<file path="src/inc/pai_pkg.sv">
// pai_pkg: constants and carrier types for the two-axis pulse input handling block
// assumes a single 100 MHz clock domain; all inputs already synchronous
package pai_pkg;

	// ----------------------------------------
	// mode select switch codes {switch bit one, switch bit two}
	// ----------------------------------------
	localparam logic [1:0] PAI_MODE_AXIS_BOTH = 2'h0;
	localparam logic [1:0] PAI_MODE_AXIS_A_FB = 2'h1;
	localparam logic [1:0] PAI_MODE_AXIS_B_FB = 2'h2;
	localparam logic [1:0] PAI_MODE_STATION   = 2'h3;

	// ----------------------------------------
	// parameter field values
	// ----------------------------------------
	localparam logic       PAI_OC_PULSE       = 1'h0;
	localparam logic       PAI_OC_DIGITAL     = 1'h1;
	localparam logic [1:0] PAI_FORM_QUAD4     = 2'h0;
	localparam logic [1:0] PAI_FORM_PULSE_DIR = 2'h1;
	localparam logic [1:0] PAI_FORM_CW_CCW    = 2'h2;
	localparam logic [1:0] PAI_FORM_QUAD1     = 2'h3;
	localparam int         PAI_NUM_AXES       = 2;
	localparam int         PAI_AXIS_A         = 0;
	localparam int         PAI_AXIS_B         = 1;
	localparam int         PAI_CNT_W          = 32;
	localparam logic [31:0] PAI_CNT_RESET     = 32'h0;

	// ----------------------------------------
	// carriers
	// ----------------------------------------
	typedef struct packed {
		logic alarm;
		logic ready;
		logic in_position;
		logic home_marker;
		logic upper_limit;
		logic lower_limit;
		logic prox_dog;
		logic fb_a;
		logic fb_b;
	} pai_axis_in_t;

	typedef struct packed {
		logic       driver_input_enable;
		logic [1:0] feedback_form;
		logic       oc_output_function;
		logic       dog_enable;
		logic       homing;
	} pai_axis_cfg_t;

	typedef struct packed {
		logic alarm;
		logic ready;
		logic in_position;
		logic home_seen;
		logic upper_limit;
		logic lower_limit;
		logic prox_dog;
	} pai_axis_stat_t;

endpackage : pai_pkg

</file>
<file path="src/logic/pai_axis_input.sv">
// pai_axis_input: per-axis input handling, pulse gating and feedback counting
// assumes sensor and driver inputs are clean logic levels, synchronous to i_clock
//
// How it works
// - a driver alarm latches the axis alarm and halts that axis's command pulses.
// - no command pulse leaves an axis until its driver reports ready.
// - feedback pulses are counted only when the mode switch puts that connector on feedback.
// - the feedback decoder form is chosen by a per-axis parameter.
// - alarm, ready and in-position are used only when their enable parameter is set.
// - the home marker is sampled and latched during a home return.
// - upper and lower travel limits are passed on to the motion controller.
// - the proximity dog acts only when the controller enables it.
// - in-position is forwarded but never gates pulse output.
// - in station mode a parameter routes the open-collector terminals to pulse or outputs.
// - pulse output starts only once the controller link is established.
`timescale 1ns/1ps
`default_nettype none

module pai_axis_input (
	// clock and reset
	input  wire logic                                      i_clock,
	input  wire logic                                      i_arst_n,
	// mode and link
	input  wire logic [1:0]                                i_mode_select_switch,
	input  wire logic                                      i_link_up,
	input  wire logic [pai_pkg::PAI_NUM_AXES-1:0]          i_alarm_reset,
	// per-axis sensors and configuration
	input  wire pai_pkg::pai_axis_in_t  [pai_pkg::PAI_NUM_AXES-1:0] i_axis,
	input  wire pai_pkg::pai_axis_cfg_t [pai_pkg::PAI_NUM_AXES-1:0] i_cfg,
	// command pulse request and general outputs
	input  wire logic [pai_pkg::PAI_NUM_AXES-1:0]          i_cmd_pulse,
	input  wire logic [pai_pkg::PAI_NUM_AXES-1:0]          i_general_output_four,
	input  wire logic [pai_pkg::PAI_NUM_AXES-1:0]          i_general_output_five,
	// outputs
	output logic [pai_pkg::PAI_NUM_AXES-1:0]               o_forward_pulse_out,
	output logic [pai_pkg::PAI_NUM_AXES-1:0]               o_oc_term_one,
	output logic [pai_pkg::PAI_NUM_AXES-1:0]               o_oc_term_two,
	output pai_pkg::pai_axis_stat_t [pai_pkg::PAI_NUM_AXES-1:0] o_status,
	output logic [pai_pkg::PAI_NUM_AXES-1:0][pai_pkg::PAI_CNT_W-1:0] o_fb_count
);
	import pai_pkg::*;

	// ----------------------------------------
	// helpers
	// ----------------------------------------
	// step of feedback counter for a given form: +1, -1 or 0
	function automatic logic [PAI_CNT_W-1:0] pai_fb_step(input logic [1:0] form,
		input logic a, input logic b, input logic pa, input logic pb);
		logic ra;
		logic fa;
		logic step_up;
		logic step_dn;
		ra = a & ~pa;
		fa = ~a & pa;
		step_up = 1'b0;
		step_dn = 1'b0;
		unique case (form)
			PAI_FORM_QUAD4: begin
				step_up = ((a ^ pa) & (a ^ b)) | ((b ^ pb) & ~(a ^ b));
				step_dn = ((a ^ pa) & ~(a ^ b)) | ((b ^ pb) & (a ^ b));
			end
			PAI_FORM_PULSE_DIR: begin
				step_up = ra & ~b;
				step_dn = ra & b;
			end
			PAI_FORM_CW_CCW: begin
				step_up = ra;
				step_dn = b & ~pb;
			end
			PAI_FORM_QUAD1: begin
				step_up = ra & ~b;
				step_dn = fa & ~b;
			end
		endcase
		if (step_up && !step_dn)
			return {{(PAI_CNT_W-1){1'b0}}, 1'b1};
		else if (step_dn && !step_up)
			return {PAI_CNT_W{1'b1}};
		else
			return {PAI_CNT_W{1'b0}};
	endfunction : pai_fb_step

	// ----------------------------------------
	// axis logic
	// ----------------------------------------
	wire logic station = (i_mode_select_switch == PAI_MODE_STATION);
	// connector of axis A carries its own feedback in axis A feedback mode, and likewise for B
	wire logic [PAI_NUM_AXES-1:0] fb_sel;
	assign fb_sel[PAI_AXIS_A] = (i_mode_select_switch == PAI_MODE_AXIS_A_FB);
	assign fb_sel[PAI_AXIS_B] = (i_mode_select_switch == PAI_MODE_AXIS_B_FB);

	logic [PAI_NUM_AXES-1:0] alarm_r;
	logic [PAI_NUM_AXES-1:0] pa_r;
	logic [PAI_NUM_AXES-1:0] pb_r;
	logic [PAI_NUM_AXES-1:0] primed_r;

	genvar g;
	for (g = 0; g < PAI_NUM_AXES; g++) begin : g_axis
		wire logic drv_en   = i_cfg[g].driver_input_enable;
		wire logic alm_in   = drv_en & i_axis[g].alarm;
		wire logic rdy_ok   = ~drv_en | i_axis[g].ready;
		wire logic inpos_in = drv_en & i_axis[g].in_position;
		wire logic dog_in   = i_cfg[g].dog_enable & i_axis[g].prox_dog;
		// pulse gate; in-position not used here
		wire logic gate_ok  = i_link_up & rdy_ok & ~alarm_r[g] & ~alm_in;
		wire logic pulse_nxt = gate_ok & i_cmd_pulse[g];
		wire logic oc_dig   = station & (i_cfg[g].oc_output_function == PAI_OC_DIGITAL);
		wire logic [PAI_CNT_W-1:0] step = pai_fb_step(i_cfg[g].feedback_form,
			i_axis[g].fb_a, i_axis[g].fb_b, pa_r[g], pb_r[g]);
		wire logic home_nxt = i_cfg[g].homing & (o_status[g].home_seen | i_axis[g].home_marker);

		always_ff @(posedge i_clock or negedge i_arst_n) begin
			if (!i_arst_n)
				alarm_r[g] <= 1'b0;
			else
				alarm_r[g] <= alm_in | (alarm_r[g] & ~i_alarm_reset[g]);
		end

		always_ff @(posedge i_clock or negedge i_arst_n) begin
			if (!i_arst_n) begin
				pa_r[g]                <= 1'b0;
				pb_r[g]                <= 1'b0;
				primed_r[g]            <= 1'b0;
				o_forward_pulse_out[g] <= 1'b0;
				o_oc_term_one[g]       <= 1'b0;
				o_oc_term_two[g]       <= 1'b0;
				o_status[g]            <= '0;
				o_fb_count[g]          <= PAI_CNT_RESET;
			end else begin
				pa_r[g]                <= i_axis[g].fb_a;
				pb_r[g]                <= i_axis[g].fb_b;
				primed_r[g]            <= 1'b1;
				o_forward_pulse_out[g] <= pulse_nxt;
				o_oc_term_one[g]       <= oc_dig ? i_general_output_four[g] : pulse_nxt;
				o_oc_term_two[g]       <= oc_dig ? i_general_output_five[g] : 1'b0;
				o_status[g].alarm       <= alm_in | (alarm_r[g] & ~i_alarm_reset[g]);
				o_status[g].ready       <= drv_en & i_axis[g].ready;
				o_status[g].in_position <= inpos_in;
				o_status[g].home_seen   <= home_nxt;
				o_status[g].upper_limit <= i_axis[g].upper_limit;
				o_status[g].lower_limit <= i_axis[g].lower_limit;
				o_status[g].prox_dog    <= dog_in;
				// feedback count
				// first sample after reset only primes the edge detector, no false count
				if (fb_sel[g] && primed_r[g])
					o_fb_count[g] <= o_fb_count[g] + step;
			end
		end
	end

	// ----------------------------------------
	// checks
	// ----------------------------------------
	property p_alarm_halts;
		@(posedge i_clock) disable iff (!i_arst_n)
		(i_cfg[0].driver_input_enable && i_axis[0].alarm) |=> !o_forward_pulse_out[0];
	endproperty
	a_alarm_halts: assert property (p_alarm_halts) else $error("pulse during alarm");

	property p_alarm_sticky;
		@(posedge i_clock) disable iff (!i_arst_n)
		(o_status[0].alarm && !i_alarm_reset[0]) |=> o_status[0].alarm;
	endproperty
	a_alarm_sticky: assert property (p_alarm_sticky) else $error("alarm dropped");

	property p_ready_gate;
		@(posedge i_clock) disable iff (!i_arst_n)
		(i_cfg[1].driver_input_enable && !i_axis[1].ready) |=> !o_forward_pulse_out[1];
	endproperty
	a_ready_gate: assert property (p_ready_gate) else $error("pulse before ready");

	property p_fb_hold;
		@(posedge i_clock) disable iff (!i_arst_n)
		!fb_sel[0] |=> $stable(o_fb_count[0]);
	endproperty
	a_fb_hold: assert property (p_fb_hold) else $error("count without feedback mode");

	property p_fb_count;
		@(posedge i_clock) disable iff (!i_arst_n)
		(fb_sel[1] && primed_r[1] && i_cfg[1].feedback_form == PAI_FORM_CW_CCW
			&& !i_axis[1].fb_b && !pb_r[1] && i_axis[1].fb_a && !pa_r[1])
		|=> o_fb_count[1] == $past(o_fb_count[1]) + 32'h1;
	endproperty
	a_fb_count: assert property (p_fb_count) else $error("cw pulse not counted");

	property p_drv_disabled;
		@(posedge i_clock) disable iff (!i_arst_n)
		!i_cfg[0].driver_input_enable |=> !o_status[0].in_position && !o_status[0].ready;
	endproperty
	a_drv_disabled: assert property (p_drv_disabled) else $error("driver input used");

	property p_home;
		@(posedge i_clock) disable iff (!i_arst_n)
		(i_cfg[0].homing && i_axis[0].home_marker) |=> o_status[0].home_seen;
	endproperty
	a_home: assert property (p_home) else $error("home marker missed");

	property p_limits;
		@(posedge i_clock) disable iff (!i_arst_n)
		1'b1 |=> o_status[1].upper_limit == $past(i_axis[1].upper_limit)
			&& o_status[1].lower_limit == $past(i_axis[1].lower_limit);
	endproperty
	a_limits: assert property (p_limits) else $error("limit not forwarded");

	property p_dog;
		@(posedge i_clock) disable iff (!i_arst_n)
		!i_cfg[1].dog_enable |=> !o_status[1].prox_dog;
	endproperty
	a_dog: assert property (p_dog) else $error("dog used while disabled");

	property p_oc_digital;
		@(posedge i_clock) disable iff (!i_arst_n)
		(station && i_cfg[0].oc_output_function == PAI_OC_DIGITAL)
		|=> o_oc_term_one[0] == $past(i_general_output_four[0]);
	endproperty
	a_oc_digital: assert property (p_oc_digital) else $error("oc routing wrong");

	property p_link;
		@(posedge i_clock) disable iff (!i_arst_n)
		!i_link_up |=> !o_forward_pulse_out[0] && !o_forward_pulse_out[1];
	endproperty
	a_link: assert property (p_link) else $error("pulse without link");

endmodule : pai_axis_input

`default_nettype wire

</file>
<file path="config.mk">
export PLATFORM = sky130hd
export DESIGN_NAME = pai_axis_input
export DESIGN_NICKNAME = d
export VERILOG_FILES = /design/src/inc/pai_pkg.sv /design/src/logic/pai_axis_input.sv
export SDC_FILE = /design/constraint.sdc
export NUM_CORES = 1
export LEC_CHECK = 0
export BUFFER_PORTS_ARGS = -buffer_cell sky130_fd_sc_hd__buf_2
export CAP_MARGIN = 5
export CORE_ASPECT_RATIO = 0.75
export CORE_MARGIN = 8
export CORE_UTILIZATION = 61
export DETAILED_ROUTE_END_ITERATION = 10
export PLACE_DENSITY_LB_ADDON = 0.2
export SYNTH_ARGS = -nofsm -noshare
export SYNTH_HDL_FRONTEND = slang
export SYNTH_SLANG_ARGS = --single-unit
</file>
<file path="constraint.sdc">
create_clock -name i_clock -period 13.4 [get_ports i_clock]
set_input_delay 4.02 -clock i_clock [delete_from_list [all_inputs] [get_ports i_clock]]
set_output_delay 4.02 -clock i_clock [all_outputs]
set_load 0.01 [all_outputs]
</file>
* After elaboration in Yosys (flattened, before gate mapping)
Index checks and enable logic that the tools add are counted.
** Storage, ports and cells
- Flip-flop bits (word level) :: 89
- Bits of input ports :: 43
- Output and inout bits :: 84
- Logic and storage cells :: 140
** Cells by class
- $add $sub $neg :: 2
- Equal/unequal tests :: 9
- Muxes and demuxes :: 12
- Bitwise logic cells :: 76
- Reductions and logical operators :: 14
** Operator list (count)
- $mux 32 :: 4
- $add 32x32->32 :: 2
- $and 1x1->1 :: 42
- $not 1->1 :: 18
- $eq 2x2->1 const B :: 6
- $or 1x1->1 :: 10
- $pmux 1 s4 :: 2
- $eq 2x1->1 const B :: 3
- $logic_and 1x1->1 :: 6
- $pmux 1 s3 :: 2
- $xor 1x1->1 :: 6
- $logic_not 1->1 :: 4
- $logic_not 2->1 :: 2
- $mux 1 :: 4
- $reduce_or 2->1 :: 2

* Logic depth before layout (Yosys ltp)
- Word-level depth :: 10
- Gate-level depth with buffers :: 23

* Least setup slack after synthesis
Ideal clock, no wire load.
- Path kind :: input -> register
- From :: in i_axis[10] in the netlist's numbering
- To :: reg o_fb_count[60] in the netlist's numbering
- Arrival :: 8.249 ns
- Required time :: 13.271 ns
- Slack :: 5.022 ns
- Cell stages on the path :: 21
- Buffers on the path :: 6
- Path through :: inv_1 > ha_1 > mux2_2 > nand2_1 > o21ai_0 > a21oi_1 > ha_1 > buf_2 > buf_2 > clkbuf_1 > buf_2 > clkbuf_1 > clkbuf_1 > xor2_1 > ha_1 > a32o_1 > o21ai_0 > a211oi_1 > nor2_1 > o21ai_0 > a2111o_1
** Between the ends
- Word-level cells in the longest chain between the ends :: 10
** Ends and longest elaborated chain
- start: declaration :: line pai_axis_input.sv:28 : input wire pai_pkg::pai_axis_in_t [pai_pkg::PAI_NUM_AXES-1:0] i_axis,
- $xor 1x1->1 :: line pai_axis_input.sv:59, pai_axis_input.sv:60
- $not 1->1 :: line pai_axis_input.sv:59, pai_axis_input.sv:60
- $and 1x1->1 :: line pai_axis_input.sv:59 : step_up = ((a ^ pa) & (a ^ b)) | ((b ^ pb) & ~(a ^ b));
- $or 1x1->1 :: line pai_axis_input.sv:59
- $pmux 1 s3 :: line pai_axis_input.sv:57 : unique case (form)
- $logic_not 1->1 :: line pai_axis_input.sv:77 : else if (step_dn && !step_up)
- $logic_and 1x1->1 :: line pai_axis_input.sv:77
- $mux 32 :: line pai_axis_input.sv:77
- $mux 32 * :: line pai_axis_input.sv:75 : if (step_up && !step_dn)
- $add 32x32->32 * :: line pai_axis_input.sv:146 : o_fb_count[g] <= o_fb_count[g] + step;
- end signal: indexed assignment :: line pai_axis_input.sv:146
- end: declaration :: line pai_axis_input.sv:39 : output logic [pai_pkg::PAI_NUM_AXES-1:0][pai_pkg::PAI_CNT_W-1:0] o_fb_count
Every way passes the cells marked *; elsewhere a longest branch is shown, timed or not.
A chain may end at the register's enable or synchronous reset.

* Final worst setup path
- From :: in i_axis[10] in the netlist's numbering
- To :: reg o_fb_count[63] in the netlist's numbering
Same word-level chain as after synthesis.

==> flow_summary.json <==
{
  "netlist_instances": 1062,
  "arrival_ns": 8.64,
  "clk_latency_ns": 0.36,
  "fin_ws_ns": 5.05,
  "worst_path_max_delay_cell": "inv_1",
  "cts_hold_buf": 0,
  "cp_cell_sequence": "buf_2, inv_1, ha_1, mux2_2, nand2_1, o21ai_0, a21oi_1, ha_2, buf_4, inv_1, o31a_1, a211oi_1, nor2_1, o311ai_1, mux2i_1, xnor2_1",
  "synth-edff-count": 0,
  "slew_headroom_pct": 33.2,
  "fillCellCount": 1168,
  "reg2reg_from": "pa_r[1]",
  "numClockSinks": 89,
  "crit_top_cell": "inv_1",
  "fmax_ghz": 0.120,
  "drtPass1Iterations": 6,
  "ios": 127,
  "gp_congestion": 0.897,
  "hp-class": "reg -> reg",
  "stdcell_count": 1289,
  "syn_avg_cell_area_um2": 7.79,
  "cp-end-kind": "register",
  "dpl_cell_area_mm2": 0.00880,
  "yosysSeqAreaShare_pct": 26.9,
  "cp.required_ns": 13.68,
  "r2r_slack_ns": 8.54,
  "antennaDiodeCount": 0,
  "synth.net_count": 1125,
  "rsz0062_at_grt": "no",
  "dp_hpwl_mm": 16.6,
  "num_rows": 37,
  "setup.worst_path.start_class": "primary input",
  "post_cts_resized": 0,
  "cp.depth": 16,
  "dieArea_mm2": 0.0176,
  "fin_crit_sh_pct": 62.3,
  "criticalPathCategory": "in -> reg",
  "antenna_found_initial": 0,
  "worst_slew_pin_slew_ns": 1.00,
  "die_w_um": 151,
  "yosysUniqueCellTypes": 85,
  "dp.cells": 1273,
  "drcViolationCount": 0,
  "place_ws_ns": 4.83,
  "die_y_um": 117,
  "cp_max_fo": 100,
  "h-tree-depth": 3,
  "crit_family": "compound AO/OA/AOI/OAI gates",
  "yosysWarnings": 0,
  "area_growth_pct": 10.0,
  "tns_ns": 0,
  "totalWireLength_mm": 23.4,
  "finalMaxSlewViolations": 0,
  "crit_buf_inv": 4,
  "hold_viol": 0,
  "ys_ff_latch": 89,
  "status": "complete, no violations",
  "root_buffer": "clkbuf_16",
  "drive_gt1_share_pct": 16.2,
  "ant_nets": 0,
  "cts_tree": "done",
  "setup_violations": 0,
  "drv_cap": 0,
  "vias": 8428,
  "grt_first_pass_wirelength_mm": 38.2,
  "synthArstFlopShare_pct": 100,
  "p_per_area_mw_per_mm2": 165,
  "grt_max_degree": 101,
  "skew_ns": 0.0105,
  "critPathLaunch": "i_axis[10]",
  "cp-endpoint": "o_fb_count[63]",
  "grt_overflow": 0,
  "cts_setup_buffers": 0,
  "power.leakage_uw": 0.00360,
  "ir_worst_vdd_v": 0.000108,
  "nets": 1172,
  "synth_area_mm2": 0.00828,
  "drt_iter0_drc": 1129,
  "clk_pin_slew_ns": 0.07,
  "synthFlopType": "dfrtp_1",
  "wl_per_cell_um": 18.2,
  "design_area_mm2": 0.00911,
  "min_period_ns": 8.35,
  "track_usage_pct": 26.7,
  "coreArea_mm2": 0.0135,
  "io_buffers": 126,
  "max_stage_delay_ns": 0.72,
  "reg2regPathDepth": 14,
  "cts_buffers": 9,
  "start_util_pct": 61.4,
  "r2r-end": "o_fb_count[63]",
  "timing.hold.ws_ns": 0.484,
  "cts_buffer_depth": 2,
  "viasPerCell": 6.54,
  "grt_pass1_vias": 7310
}
==> metal layers <==
layer  GRT usage [%]  routed length [um]
met1            39.2               10800
met2            37.1                9530
met3            9.10                2810
met4            4.91                 236
met5               0                   0
==> logic make-up (layout without fill, tap and decap cells) <==
logic type               Yosys count  in the layout  share of synthesized area (%)
buffers and inverters            127            179                           6.06
AO/OA/AOI/OAI                    341            341                           29.0
multiplexers                      20             20                           2.48
XOR/XNOR                          64             64                           6.77
AND/OR/NAND/NOR                  400            400                           25.7
adder cells (fa/ha/maj)           20             20                           3.02
other                              1              1                         0.0453
flip-flops                        89             89                           26.9
==> report_power, final <==
| group | switching (uW) | internal, uW | total, uW |
|---|---|---|---|
| clock | 120 | 148 | 268 |
| combinational | 347 | 282 | 628 |
| sequential | 261 | 350 | 610 |
| total | 727 | 779 | 1510 |
==> per-stage QoR <==
stage,util [%],total power (uW)
4_1_cts,67.6,1500
2_1_floorplan,-,1010
5_1_grt,67.6,1620
6_report,67.6,1510
3_3_place_gp,65.4,1210
3_5_place_dp,65.4,1230
==> placed cells by master (no fill, tap or decap), drive strengths merged, types with 14 or more instances in the layout <==
master and instances:
buf 135, nand2 104, o21ai 97, dfrtp 89, nor2 72, xnor2 51
a21oi 51, nor3 35, nand3 32, inv 30, o31a 27, or3 25
nor2b 20, ha 20, mux2i 16, nand3b 15, a32oi 14
==> state kept, by name (all words and copies together), names as in the netlist <==
signal               cells
o_fb_count              64
o_status                13
o_forward_pulse_out      2
o_oc_term_one            2
o_oc_term_two            2
pa_r                     2
pb_r                     2
alarm_r                  1
primed_r                 1
==> worst min-delay path by stage <==
| stage | startpoint | end | slack (ns) | cells after the start |
|---|---|---|---|---|
| after CTS | o_status[3] | o_status[3] | 0.49 | 1 |
| after detailed placement | o_status[3] | o_status[3] | 0.47 | 1 |
| after global placement | o_status[3] | o_status[3] | 0.46 | 1 |
| final | o_status[3] | o_status[3] | 0.48 | 1 |
| after floorplan | o_fb_count[31] | o_fb_count[31] | 0.51 | 1 |
| after global routing | o_status[10] | o_status[10] | 0.52 | 1 |
==> final cells by class <==
type | count | area [um2] | area share [%]
Inverter | 28 | 105 | 1.15
Multi-Input combinational cell | 846 | 5550 | 61.0
Timing Repair Buffer | 135 | 701 | 7.69
Sequential cell | 89 | 2230 | 24.5
Clock buffer | 10 | 229 | 2.51
Tap cell | 175 | 219 | 2.40
Clock inverter | 6 | 73.8 | 0.811
==> cells in the mapped netlist (all sizes together), types with 12 or more instances <==
cell / n / share of area (%)
o21ai: 97 / 5.9
xnor2: 51 / 5.4
nand3b: 15 / 1.4
o21a: 13 / 1.2
nand2: 104 / 4.7
o211ai: 12 / 1.1
clkbuf: 77 / 3.5
ha: 20 / 3.0
nor3: 35 / 2.1
xor2: 13 / 1.4
dfrtp: 89 / 27
nor2: 72 / 3.3
mux2i: 16 / 1.9
a32oi: 14 / 1.5
buf: 22 / 1.3
nor3b: 12 / 1.1
and2: 13 / 1.0
or3: 25 / 1.9
o31a: 27 / 2.9
inv: 27 / 1.2
nor2b: 20 / 1.5
a21oi: 51 / 3.2
nand3: 32 / 1.9
No activity file was read; power rests on OpenSTA's default activity.
